===== src/timer_pkg.sv =====
// constants shared by the dual timer/counter block
// assumes an 8-bit special-function register bus from the core
package timer_pkg;
  // register byte addresses
  localparam logic [7:0] TIMER_CONTROL_ADDR = 8'h88;
  localparam logic [7:0] TIMER_MODE_ADDR    = 8'h89;
  localparam logic [7:0] T0_LOW_ADDR        = 8'h8a;
  localparam logic [7:0] T1_LOW_ADDR        = 8'h8b;
  localparam logic [7:0] T0_HIGH_ADDR       = 8'h8c;
  localparam logic [7:0] T1_HIGH_ADDR       = 8'h8d;
  localparam logic [7:0] RESET_BYTE         = 8'h00;
  // timer_control bit positions
  localparam int OVF_ONE_BIT   = 7;
  localparam int RUN_ONE_BIT   = 6;
  localparam int OVF_ZERO_BIT  = 5;
  localparam int RUN_ZERO_BIT  = 4;
  localparam int EXT_ONE_FLAG  = 3;
  localparam int EXT_ONE_EDGE  = 2;
  localparam int EXT_ZERO_FLAG = 1;
  localparam int EXT_ZERO_EDGE = 0;
  // timer_mode: one nibble per timer, timer one in the upper nibble
  localparam int NIBBLE_ONE    = 4;
  localparam int GATE_BIT      = 3;
  localparam int SELECT_BIT    = 2;
  localparam int MODE_MSB      = 1;
  localparam int MODE_LSB      = 0;
  // synchronised pin vector indices
  localparam int PIN_EXT_ZERO  = 0;
  localparam int PIN_EXT_ONE   = 1;
  localparam int PIN_CNT_ZERO  = 2;
  localparam int PIN_CNT_ONE   = 3;
  localparam int PIN_COUNT     = 4;
  // low-byte prescaler width in the 13-bit mode
  localparam int PRESCALE_BITS = 5;
  typedef enum logic [1:0] {
    MODE_PRESCALED = 2'b00,
    MODE_WIDE      = 2'b01,
    MODE_RELOAD    = 2'b10,
    MODE_SPLIT     = 2'b11
  } timer_mode_t;
endpackage : timer_pkg

===== src/dual_timer.sv =====
// dual timer/counter with external interrupt pin flags
// assumes pins are asynchronous inputs and the core pulses one
// acknowledge per source when it vectors to that service routine
`timescale 1ns/1ps
module dual_timer (
  input  wire logic       sys_clk_in,
  input  wire logic       sys_rst_in,
  input  wire logic [7:0] addr_in,
  input  wire logic [7:0] wr_data_in,
  input  wire logic       wr_in,
  input  wire logic       rd_in,
  output logic      [7:0] rd_data_out,
  input  wire logic       ext_irq_zero_pin_in,
  input  wire logic       ext_irq_one_pin_in,
  input  wire logic       count_zero_pin_in,
  input  wire logic       count_one_pin_in,
  input  wire logic       ack_timer_zero_in,
  input  wire logic       ack_timer_one_in,
  input  wire logic       ack_ext_zero_in,
  input  wire logic       ack_ext_one_in,
  output logic            ext_irq_zero_req_out,
  output logic            ext_irq_one_req_out,
  output logic            timer_zero_overflow_flag_out,
  output logic            timer_one_overflow_flag_out
);
  import timer_pkg::*;

  logic [7:0]           timer_control_r;
  logic [7:0]           timer_mode_r;
  logic [7:0]           timer_zero_low_byte_r;
  logic [7:0]           timer_zero_high_byte_r;
  logic [7:0]           timer_one_low_byte_r;
  logic [7:0]           timer_one_high_byte_r;
  logic [7:0]           rd_data_r;
  logic                 ext_zero_req_r;
  logic                 ext_one_req_r;
  logic [PIN_COUNT-1:0] meta_r;
  logic [PIN_COUNT-1:0] sync_r;
  logic [PIN_COUNT-1:0] prev_r;
  logic [PIN_COUNT-1:0] fall;
  logic                 half_rate_r;

  function automatic logic hit(input logic [7:0] a,
                               input logic [7:0] target);
    hit = (a == target);
  endfunction : hit

  // returns {overflow, high, low} after one count step
  function automatic logic [16:0] step(input timer_mode_t m,
                                       input logic [7:0]  lo,
                                       input logic [7:0]  hi);
    logic [PRESCALE_BITS:0] pre;
    logic [8:0]             hsum;
    logic [8:0]             lsum;
    logic [16:0]            wide;
    pre  = {1'b0, lo[PRESCALE_BITS-1:0]} + 6'h01;
    hsum = {1'b0, hi} + {8'h00, pre[PRESCALE_BITS]};
    lsum = {1'b0, lo} + 9'h001;
    wide = {1'b0, hi, lo} + 17'h00001;
    case (m)
      MODE_PRESCALED: step = {hsum, lo[7:PRESCALE_BITS],
                              pre[PRESCALE_BITS-1:0]};
      MODE_WIDE:      step = wide;
      MODE_RELOAD:    step = lsum[8] ? {1'b1, hi, hi}
                                     : {1'b0, hi, lsum[7:0]};
      MODE_SPLIT:     step = {lsum[8], hi, lsum[7:0]};
      default:        step = {1'b0, hi, lo};
    endcase
  endfunction : step

  // sync stage one feeds only stage two; edges use stages two/three
  always_ff @(posedge sys_clk_in or posedge sys_rst_in) begin
    if (sys_rst_in) begin
      meta_r <= '1;
      sync_r <= '1;
      prev_r <= '1;
    end else begin
      meta_r <= {count_one_pin_in, count_zero_pin_in,
                 ext_irq_one_pin_in, ext_irq_zero_pin_in};
      sync_r <= meta_r;
      prev_r <= sync_r;
    end
  end

  assign fall = prev_r & ~sync_r;

  always_ff @(posedge sys_clk_in or posedge sys_rst_in) begin
    if (sys_rst_in)
      half_rate_r <= 1'b0;
    else
      half_rate_r <= ~half_rate_r;
  end

  timer_mode_t m0;
  timer_mode_t m1;
  logic        tick0;
  logic        tick1;
  logic        en0;
  logic        en1;
  logic        adv0;
  logic        adv1;
  logic        adv_h0;
  logic [16:0] st0;
  logic [16:0] st1;
  logic [8:0]  sh0;
  logic        ovf0;
  logic        ovf1;
  logic        wr_ctl;
  logic        split0;

  assign m0 = timer_mode_t'(timer_mode_r[MODE_MSB:MODE_LSB]);
  assign m1 = timer_mode_t'(timer_mode_r[NIBBLE_ONE+MODE_MSB:
                                         NIBBLE_ONE+MODE_LSB]);
  assign split0 = (m0 == MODE_SPLIT);
  assign tick0 = timer_mode_r[SELECT_BIT] ? fall[PIN_CNT_ZERO]
                                          : half_rate_r;
  assign tick1 = timer_mode_r[NIBBLE_ONE+SELECT_BIT]
               ? fall[PIN_CNT_ONE] : half_rate_r;
  assign en0 = timer_control_r[RUN_ZERO_BIT] &
               (~timer_mode_r[GATE_BIT] |
                sync_r[PIN_EXT_ZERO]);
  assign en1 = timer_control_r[RUN_ONE_BIT] &
               (~timer_mode_r[NIBBLE_ONE+GATE_BIT] |
                sync_r[PIN_EXT_ONE]);
  assign adv0 = en0 & tick0;
  // mode 11 of timer one is a stop
  assign adv1 = en1 & tick1 & (m1 != MODE_SPLIT);
  // split high byte always times and borrows timer one's run bit
  assign adv_h0 = split0 & timer_control_r[RUN_ONE_BIT] &
                  half_rate_r;
  assign st0 = step(m0, timer_zero_low_byte_r,
                    timer_zero_high_byte_r);
  assign st1 = step(m1, timer_one_low_byte_r,
                    timer_one_high_byte_r);
  assign sh0 = {1'b0, timer_zero_high_byte_r} + 9'h001;
  assign ovf0 = adv0 & st0[16];
  // while split, timer one's own overflow cannot reach its flag
  assign ovf1 = (adv1 & st1[16] & ~split0) |
                (adv_h0 & sh0[8]);
  assign wr_ctl = wr_in & hit(addr_in, TIMER_CONTROL_ADDR);

  // a write wins over counting on the same byte
  always_ff @(posedge sys_clk_in or posedge sys_rst_in) begin
    if (sys_rst_in)
      timer_zero_low_byte_r <= RESET_BYTE;
    else if (wr_in && hit(addr_in, T0_LOW_ADDR))
      timer_zero_low_byte_r <= wr_data_in;
    else if (adv0)
      timer_zero_low_byte_r <= st0[7:0];
  end

  always_ff @(posedge sys_clk_in or posedge sys_rst_in) begin
    if (sys_rst_in)
      timer_zero_high_byte_r <= RESET_BYTE;
    else if (wr_in && hit(addr_in, T0_HIGH_ADDR))
      timer_zero_high_byte_r <= wr_data_in;
    else if (split0) begin
      if (adv_h0)
        timer_zero_high_byte_r <= sh0[7:0];
    end else if (adv0)
      timer_zero_high_byte_r <= st0[15:8];
  end

  always_ff @(posedge sys_clk_in or posedge sys_rst_in) begin
    if (sys_rst_in)
      timer_one_low_byte_r <= RESET_BYTE;
    else if (wr_in && hit(addr_in, T1_LOW_ADDR))
      timer_one_low_byte_r <= wr_data_in;
    else if (adv1)
      timer_one_low_byte_r <= st1[7:0];
  end

  always_ff @(posedge sys_clk_in or posedge sys_rst_in) begin
    if (sys_rst_in)
      timer_one_high_byte_r <= RESET_BYTE;
    else if (wr_in && hit(addr_in, T1_HIGH_ADDR))
      timer_one_high_byte_r <= wr_data_in;
    else if (adv1)
      timer_one_high_byte_r <= st1[15:8];
  end

  always_ff @(posedge sys_clk_in or posedge sys_rst_in) begin
    if (sys_rst_in)
      timer_mode_r <= RESET_BYTE;
    else if (wr_in && hit(addr_in, TIMER_MODE_ADDR))
      timer_mode_r <= wr_data_in;
  end

  // hardware set wins over both the software write and the ack
  logic [7:0] ctl_nxt;
  always_comb begin
    ctl_nxt = wr_ctl ? wr_data_in : timer_control_r;
    if (!wr_ctl) begin
      if (ack_timer_one_in)
        ctl_nxt[OVF_ONE_BIT] = 1'b0;
      if (ack_timer_zero_in)
        ctl_nxt[OVF_ZERO_BIT] = 1'b0;
      if (ack_ext_one_in)
        ctl_nxt[EXT_ONE_FLAG] = 1'b0;
      if (ack_ext_zero_in)
        ctl_nxt[EXT_ZERO_FLAG] = 1'b0;
    end
    if (ovf1)
      ctl_nxt[OVF_ONE_BIT] = 1'b1;
    if (ovf0)
      ctl_nxt[OVF_ZERO_BIT] = 1'b1;
    if (fall[PIN_EXT_ONE])
      ctl_nxt[EXT_ONE_FLAG] = 1'b1;
    if (fall[PIN_EXT_ZERO])
      ctl_nxt[EXT_ZERO_FLAG] = 1'b1;
  end

  always_ff @(posedge sys_clk_in or posedge sys_rst_in) begin
    if (sys_rst_in)
      timer_control_r <= RESET_BYTE;
    else
      timer_control_r <= ctl_nxt;
  end

  // level mode follows the inverted pin (request while low); edge mode follows the sticky flag
  always_ff @(posedge sys_clk_in or posedge sys_rst_in) begin
    if (sys_rst_in) begin
      ext_zero_req_r <= 1'b0;
      ext_one_req_r  <= 1'b0;
    end else begin
      ext_zero_req_r <= timer_control_r[EXT_ZERO_EDGE]
                      ? timer_control_r[EXT_ZERO_FLAG]
                      : ~sync_r[PIN_EXT_ZERO];
      ext_one_req_r  <= timer_control_r[EXT_ONE_EDGE]
                      ? timer_control_r[EXT_ONE_FLAG]
                      : ~sync_r[PIN_EXT_ONE];
    end
  end

  // unmapped or idle reads return zero
  always_ff @(posedge sys_clk_in or posedge sys_rst_in) begin
    if (sys_rst_in)
      rd_data_r <= RESET_BYTE;
    else if (!rd_in)
      rd_data_r <= RESET_BYTE;
    else begin
      case (addr_in)
        TIMER_CONTROL_ADDR: rd_data_r <= timer_control_r;
        TIMER_MODE_ADDR:    rd_data_r <= timer_mode_r;
        T0_LOW_ADDR:        rd_data_r <= timer_zero_low_byte_r;
        T1_LOW_ADDR:        rd_data_r <= timer_one_low_byte_r;
        T0_HIGH_ADDR:       rd_data_r <= timer_zero_high_byte_r;
        T1_HIGH_ADDR:       rd_data_r <= timer_one_high_byte_r;
        default:            rd_data_r <= RESET_BYTE;
      endcase
    end
  end

  assign rd_data_out                  = rd_data_r;
  assign ext_irq_zero_req_out         = ext_zero_req_r;
  assign ext_irq_one_req_out          = ext_one_req_r;
  assign timer_zero_overflow_flag_out = timer_control_r[OVF_ZERO_BIT];
  assign timer_one_overflow_flag_out  = timer_control_r[OVF_ONE_BIT];
endmodule : dual_timer


===== config.mk =====
export PLATFORM = sky130hd
export DESIGN_NAME = dual_timer
export DESIGN_NICKNAME = d
export VERILOG_FILES = /design/src/timer_pkg.sv /design/src/dual_timer.sv
export SDC_FILE = /design/constraint.sdc
export NUM_CORES = 1
export LEC_CHECK = 0
export ABC_CLOCK_PERIOD_IN_PS = 3180
export CORE_AREA = 2 2 84 94
export DETAILED_ROUTE_END_ITERATION = 7
export DIE_AREA = 0 0 86 96
export DONT_BUFFER_PORTS = 1
export PLACE_DENSITY_LB_ADDON = 0.25
export SLEW_MARGIN = 20
export SYNTH_ARGS = -nofsm -noshare
export SYNTH_HDL_FRONTEND = slang
export SYNTH_SLANG_ARGS = --single-unit

===== constraint.sdc =====
create_clock -name sys_clk_in -period 3.18 [get_ports sys_clk_in]
set_input_delay 0 -clock sys_clk_in [delete_from_list [all_inputs] [get_ports sys_clk_in]]
set_output_delay 0 -clock sys_clk_in [all_outputs]
set_load 0.05 [all_outputs]

* After elaboration in Yosys (flattened, before gate mapping)
Cells that the tools add are included.
Word-level totals: bits in registers 71, word-level logic and storage cells 115
Operators by class: $add $sub $neg 9, eq/ne operators 19, multiplexer cells 33, bitwise gates (word level) 23, reductions and logical operators 15
Operator list (count):
- 17-bit case mux with 4 select lines | 2
- 8-bit 2-to-1 mux | 12
- 8-bit equality test, second input constant | 6
- 8-bit case mux with 6 select lines | 1
- 16-bit by 1-bit adder with 17-bit output, second input constant | 2
- 17-bit 2-to-1 mux | 2
- 8-bit by 1-bit adder with 9-bit output, second input constant | 3
- 8-bit by 1-bit adder with 9-bit output | 2
- 1-bit 2-to-1 mux | 16
- 5-bit by 1-bit adder with 6-bit output, second input constant | 2
- 1-bit bitwise AND | 12
- 2-bit != test, second input constant | 5
- 2-bit equality test, second input constant | 4
- 1-bit NOT | 6
- 3-bit AND reduction | 2
- 2-bit nonzero test | 3
- 1-bit logical AND | 5
- 4-bit bitwise AND | 1
- 2-bit by 1-bit equality test with 1-bit output, second input constant | 2
- 2-bit logical NOT | 2
- 4-bit NOT | 1
- 2-bit AND reduction | 2
- 3-bit by 2-bit != test with 1-bit output, second input constant | 1
- 3-bit != test, second input constant | 1
- other kinds (2) | 4

* Logic depth before layout (Yosys ltp)
word-level depth 9, depth in mapped cells 10, mapped depth without buffers 10

* Worst setup path after synthesis
Ideal clock, no wire load.
path type flip-flop to flip-flop, from register timer_zero_low_byte_r[0], to register timer_zero_high_byte_r[4], arrival 2.052 ns, data required time 3.057 ns, setup slack 1.005 ns, cell stages (with the launch flop) 11, buffers on the path 0, cell sequence dfrtp_1 -> and3_1 -> and3_1 -> ha_1 -> ha_1 -> nand3_1 -> o221a_2 -> o21ai_0 -> a211oi_1 -> a211oi_1 -> nor2_1
On the way: word-level cells in the longest chain between the ends 6, elaborated cells on any way between the ends 7, those cells by class add/sub: 3; mux: 4
RTL lines:
- from (decl) | line dual_timer.sv:30 | logic [7:0] timer_zero_low_byte_r;
- from (signal assigned) | line dual_timer.sv:147 | timer_zero_low_byte_r <= wr_data_in;
- from (signal assigned) | line dual_timer.sv:149 | timer_zero_low_byte_r <= st0[7:0];
- 5-bit by 1-bit adder with 6-bit output | line dual_timer.sv:56 | pre = {1'b0, lo[PRESCALE_BITS-1:0]} + 6'h01;
- 8-bit by 1-bit adder with 9-bit output | line dual_timer.sv:57 | hsum = {1'b0, hi} + {8'h00, pre[PRESCALE_BITS]};
- 17-bit case mux with 4 select lines (*) | line dual_timer.sv:60 | case (m)
- 8-bit 2-to-1 mux (*) | line dual_timer.sv:160 | end else if (adv0)
- 8-bit 2-to-1 mux (*) | line dual_timer.sv:157 | else if (split0) begin
- 8-bit 2-to-1 mux (*) | line dual_timer.sv:155 | else if (wr_in && hit(addr_in, T0_HIGH_ADDR))
- to (signal assigned) | line dual_timer.sv:156 | timer_zero_high_byte_r <= wr_data_in;
- to (signal assigned) | line dual_timer.sv:159 | timer_zero_high_byte_r <= sh0[7:0];
- to (signal assigned) | line dual_timer.sv:161 | timer_zero_high_byte_r <= st0[15:8];
- to (decl) | line dual_timer.sv:31 | logic [7:0] timer_zero_high_byte_r;
Mark *: on every way between the ends. The rest lies on a longest branch, timed or not. The select of a mux whose other input is x is not followed. A chain may end at the register's enable or synchronous reset.

* Final worst setup path
from input addr_in[4], to register timer_one_low_byte_r[1]
On the way: word-level cells in the longest chain between the ends 3, elaborated cells on any way between the ends 4, those cells by class eq/ne: 1; mux: 1; reduce/logical: 2
RTL lines:
- from (decl) | line dual_timer.sv:8 | input wire logic [7:0] addr_in,
- 8-bit equality test (*) | line dual_timer.sv:45 | hit = (a == target);
- 1-bit logical AND (*) | line dual_timer.sv:167 | else if (wr_in && hit(addr_in, T1_LOW_ADDR))
- 8-bit 2-to-1 mux or 2-bit nonzero test (tied branches)
- to (signal assigned) | line dual_timer.sv:168 | timer_one_low_byte_r <= wr_data_in;
- to (signal assigned) | line dual_timer.sv:170 | timer_one_low_byte_r <= st1[7:0];
- to (decl) | line dual_timer.sv:32 | logic [7:0] timer_one_low_byte_r;
Mark *: on every way between the ends. The rest lies on a longest branch, timed or not.

==> results.tsv <==
stage	metric	value	unit
cts	Max Buffers Root-to-Sink	2	
route	first drt pass iteration count	5	
cells_and_area	proportion of layout cells with a drive suffix above 1	11.3	%
power	Int Pwr	2.08	mW
synthesis	ys async rst share	100	%
placement	worst slack, placed	0.706	ns
cts	Inserted Clock Buffers	9	
global_routing	global-route wire length before repair	21.8	mm
cts	H-tree depth	3	
setup_path	end of the critical path	timer_one_low_byte_r[1]	
sta	slew at the pin closest to its max-slew limit	1.03	ns
sta	Worst Skew	0.0115	ns
synthesis	syn_area_per_cell	8.96	um^2
power	Sw Pwr	1.34	mW
sta	hold_ws	0.00892	ns
placement	# port buffers	0	
status	outcome	complete, no violations	
setup_path	kind of launch point of the worst setup path	primary input	
route	antenna viol nets, final	0	
flow_run	max-cap violations	0	
cts	setup repair bufs after CTS	0	
route	DRC	0	
cells_and_area	Area Overhead vs Synth	9.53	%
setup_path	Critical path origin	addr_in[4]	
sta	Final period util	86.3	%
route	vias per cell	7.00	
power	total power	3.42	mW
setup_path	critical path arrival	2.99	ns
floorplanning	starting density of the core	63.8	%
setup_path	worst reg2reg startpoint	timer_zero_low_byte_r[0]	
power	power share of the combinational group	30.3	%
sta	fmax	364	MHz
sta	Rel. slew slack	30.7	%
route	Via Count	4337	
cts	CTS Sinks	71	
cells_and_area	Finished Cell Area	0.00510	mm^2
floorplanning	IO Count	40	
power	cell area power density	671	mW/mm^2
synthesis	cells after synthesis	520	
power	Sw Ratio	39.2	%
synthesis	register area share after synthesis	38.5	%
synthesis	Yosys warnings	0	
placement	Placed Area	0.00460	mm^2
hold_path	HP Class	in -> reg	
global_routing	antenna violations before repair	1	
cts	Clock Latency Late Sink	0.36	ns
setup_path	cells on worst reg2reg path	10	
global_routing	vias in the first global route	4069	
floorplanning	die area	0.00826	mm^2
placement	Placer Congestion	0.987	
synthesis	Post-synth top flop	dfrtp_1	
setup_path	worst endpoint required time	3.43	ns
synthesis	EDFF count, synth	0	
cells_and_area	fin nets	561	
global_routing	total grt overflow	0	
sta	Final WS setup	0.436	ns
cells_and_area	Layout Cells excl Fill	620	
setup_path	worst reg-to-reg setup slack	0.62	ns
global_routing	GRT Total Usage	35.4	%
floorplanning	Die Width	86	um
route	post-DR wirelength/cell	22.5	um
cts	clock tree root driver cell	clkbuf_8	
sta	Tmin final	2.74	ns
placement	DP Cell Count	577	
sta	max-slew violation count	0	
sta	Setup Total Neg Slack	0	ns
floorplanning	die height	96	um
synthesis	largest area contributor in the netlist	dfrtp_1	
synthesis	Mapped Nets	555	
sta	RSZ-0062 raised after global routing	no	
setup_path	r2r endpoint	timer_zero_high_byte_r[4]	
placement	Final HPWL DP	9.38	mm
setup_path	CP max FO	15	
sta	final hold viol count	0	
synthesis	top-area cell type share of the netlist area	31.7	%
power	VDD IR-drop max	403	uV
power	Leakage	2.11	nW
route	initial DRC count	539	
cts	CTS tree	built	
synthesis	Cell Area, Synth	0.00466	mm^2
synthesis	Synth cell types	76	
cts	Reg clk slew, reported paths	0.08	ns
floorplanning	core area	0.00731	mm^2
power	Clk pwr share	26.3	%
floorplanning	number of cell rows	33	
power	Seq pwr share	43.4	%
synthesis	register bit total from synthesis	71	
cells_and_area	final core utilization	69.8	%
route	final WL	14.0	mm
synthesis	largest cells by area after synthesis	dfrtp_1 32%, mux2i_1 7.1%, dfstp_2 6.8%, nand2_1 5.1%, o21ai_0 4.1%	
setup_path	Setup CP Type	in -> reg	
global_routing	largest net degree at the start of global routing	29	
cells_and_area	fillcell total	585	
sta	final setup vio count	0	
setup_path	Worst setup EP type	flop	
## flip-flops by register name (all words and copies together), names as in the netlist
| register | count |
|---|---|
| ext_irq_one_req_out | 1 |
| ext_irq_zero_req_out | 1 |
| half_rate_r | 1 |
| meta_r | 4 |
| prev_r | 4 |
| rd_data_out | 8 |
| sync_r | 4 |
| timer_control_r | 8 |
| timer_mode_r | 8 |
| timer_one_high_byte_r | 8 |
| timer_one_low_byte_r | 8 |
| timer_zero_high_byte_r | 8 |
| timer_zero_low_byte_r | 8 |
## worst max-delay path: stages
cell	delay [ns]
dlygate4sd3_1	0.55
or4b_4	0.52
dlygate4sd3_1	0.61
nor2_4	0.17
nand3b_1	0.22
nor2_2	0.51
mux2_2	0.41
## worst min-delay path by stage
stage	startpoint	to	slack [ns]	cells after the start
global placement	sys_rst_in	timer_mode_r[1]	-0.04	1
global route	addr_in[2]	timer_zero_high_byte_r[4]	0.03	3
finish	addr_in[0]	rd_data_out[6]	0.009	4
detailed placement	sys_rst_in	ext_irq_one_req_out	-0.04	1
CTS	addr_in[0]	rd_data_out[6]	0.002	4
floorplan	ext_irq_zero_pin_in	meta_r[0]	0.004	0
## kinds of logic (layout without fill, tap and decap cells)
kind of cell / Yosys count / count (layout) / synth area share, %
xor+xnor: 17 / 17 / 3.20
compound gates: 132 / 132 / 18.5
other cells: 0 / 2 / 0
buf+inv: 49 / 60 / 5.50
mux: 45 / 45 / 10.5
flops: 71 / 71 / 38.5
fa+ha+maj: 7 / 7 / 1.88
simple gates: 199 / 199 / 22.0
## repair_timing
item / CTS / global route
endpoints found under the hold margin: 86 / 0
hold buffers: 25 / 0
resized for setup: 0 / 0
## cells in the mapped netlist, types with 8 or more instances
library cell	instances
nand3_1	20
clkbuf_1	19
a21oi_1	24
nand2_1	63
xnor2_1	12
dfrtp_1	59
dfstp_2	12
mux2_2	10
mux2i_1	33
o22ai_1	8
nor3_1	13
o21ai_0	38
inv_1	16
nor2_1	44
## final cells by class
class / count / area, um^2 / share of cell area, %
clock buffers: 9 / 124 / 2.43
repair buffers: 27 / 265 / 5.20
flip-flops and latches: 71 / 1790 / 35.1
multi-input cells: 400 / 2610 / 51.2
inverters: 17 / 77.6 / 1.52
clock inverters: 7 / 120 / 2.35
well taps: 87 / 109 / 2.13
diodes: 2 / 5.00 / 0.0981
## cell usage in the layout (no fill, tap or decap), types with 3 or more instances in the layout
master and instances:
o211ai_1 5, a211oi_1 5, and3_1 6, mux2i_1 33, o22ai_1 8, and4_1 4
ha_1 7, dlygate4sd3_1 25, nor2b_1 4, inv_1 15, nand2_1 63, o21ai_0 38
o21a_1 7, nor3_1 13, dfstp_2 12, nor4_1 7, a21oi_1 24, o31ai_1 4
a22oi_1 6, nand4_1 7, xor2_1 5, nor2_1 44, xnor2_1 12, dfrtp_1 59
a31oi_1 5, and2_1 3, nand3_1 20, clkbuf_8 9, mux2_2 10, bufinv_16 3
nand2b_1 4, a22o_1 4
## layer usage
metal  track usage, %  wire length (um)  up-vias
met5                0                 0        -
met4             20.1               713        0
met3             8.58              1540       68
met2             52.3              6150      306
met1             47.7              5550     2055
li1                 -                 -     1908
## power by group through the flow
stage	logic, mW	registers (mW)	clock network (mW)
after floorplan	0.921	1.25	0
after global placement	0.929	1.47	0
after detailed placement	0.960	1.48	0
after CTS	1.02	1.46	0.910
after global routing	1.16	1.50	0.943
final	1.04	1.49	0.902
Note: power is estimated with default switching activity, not from simulation.
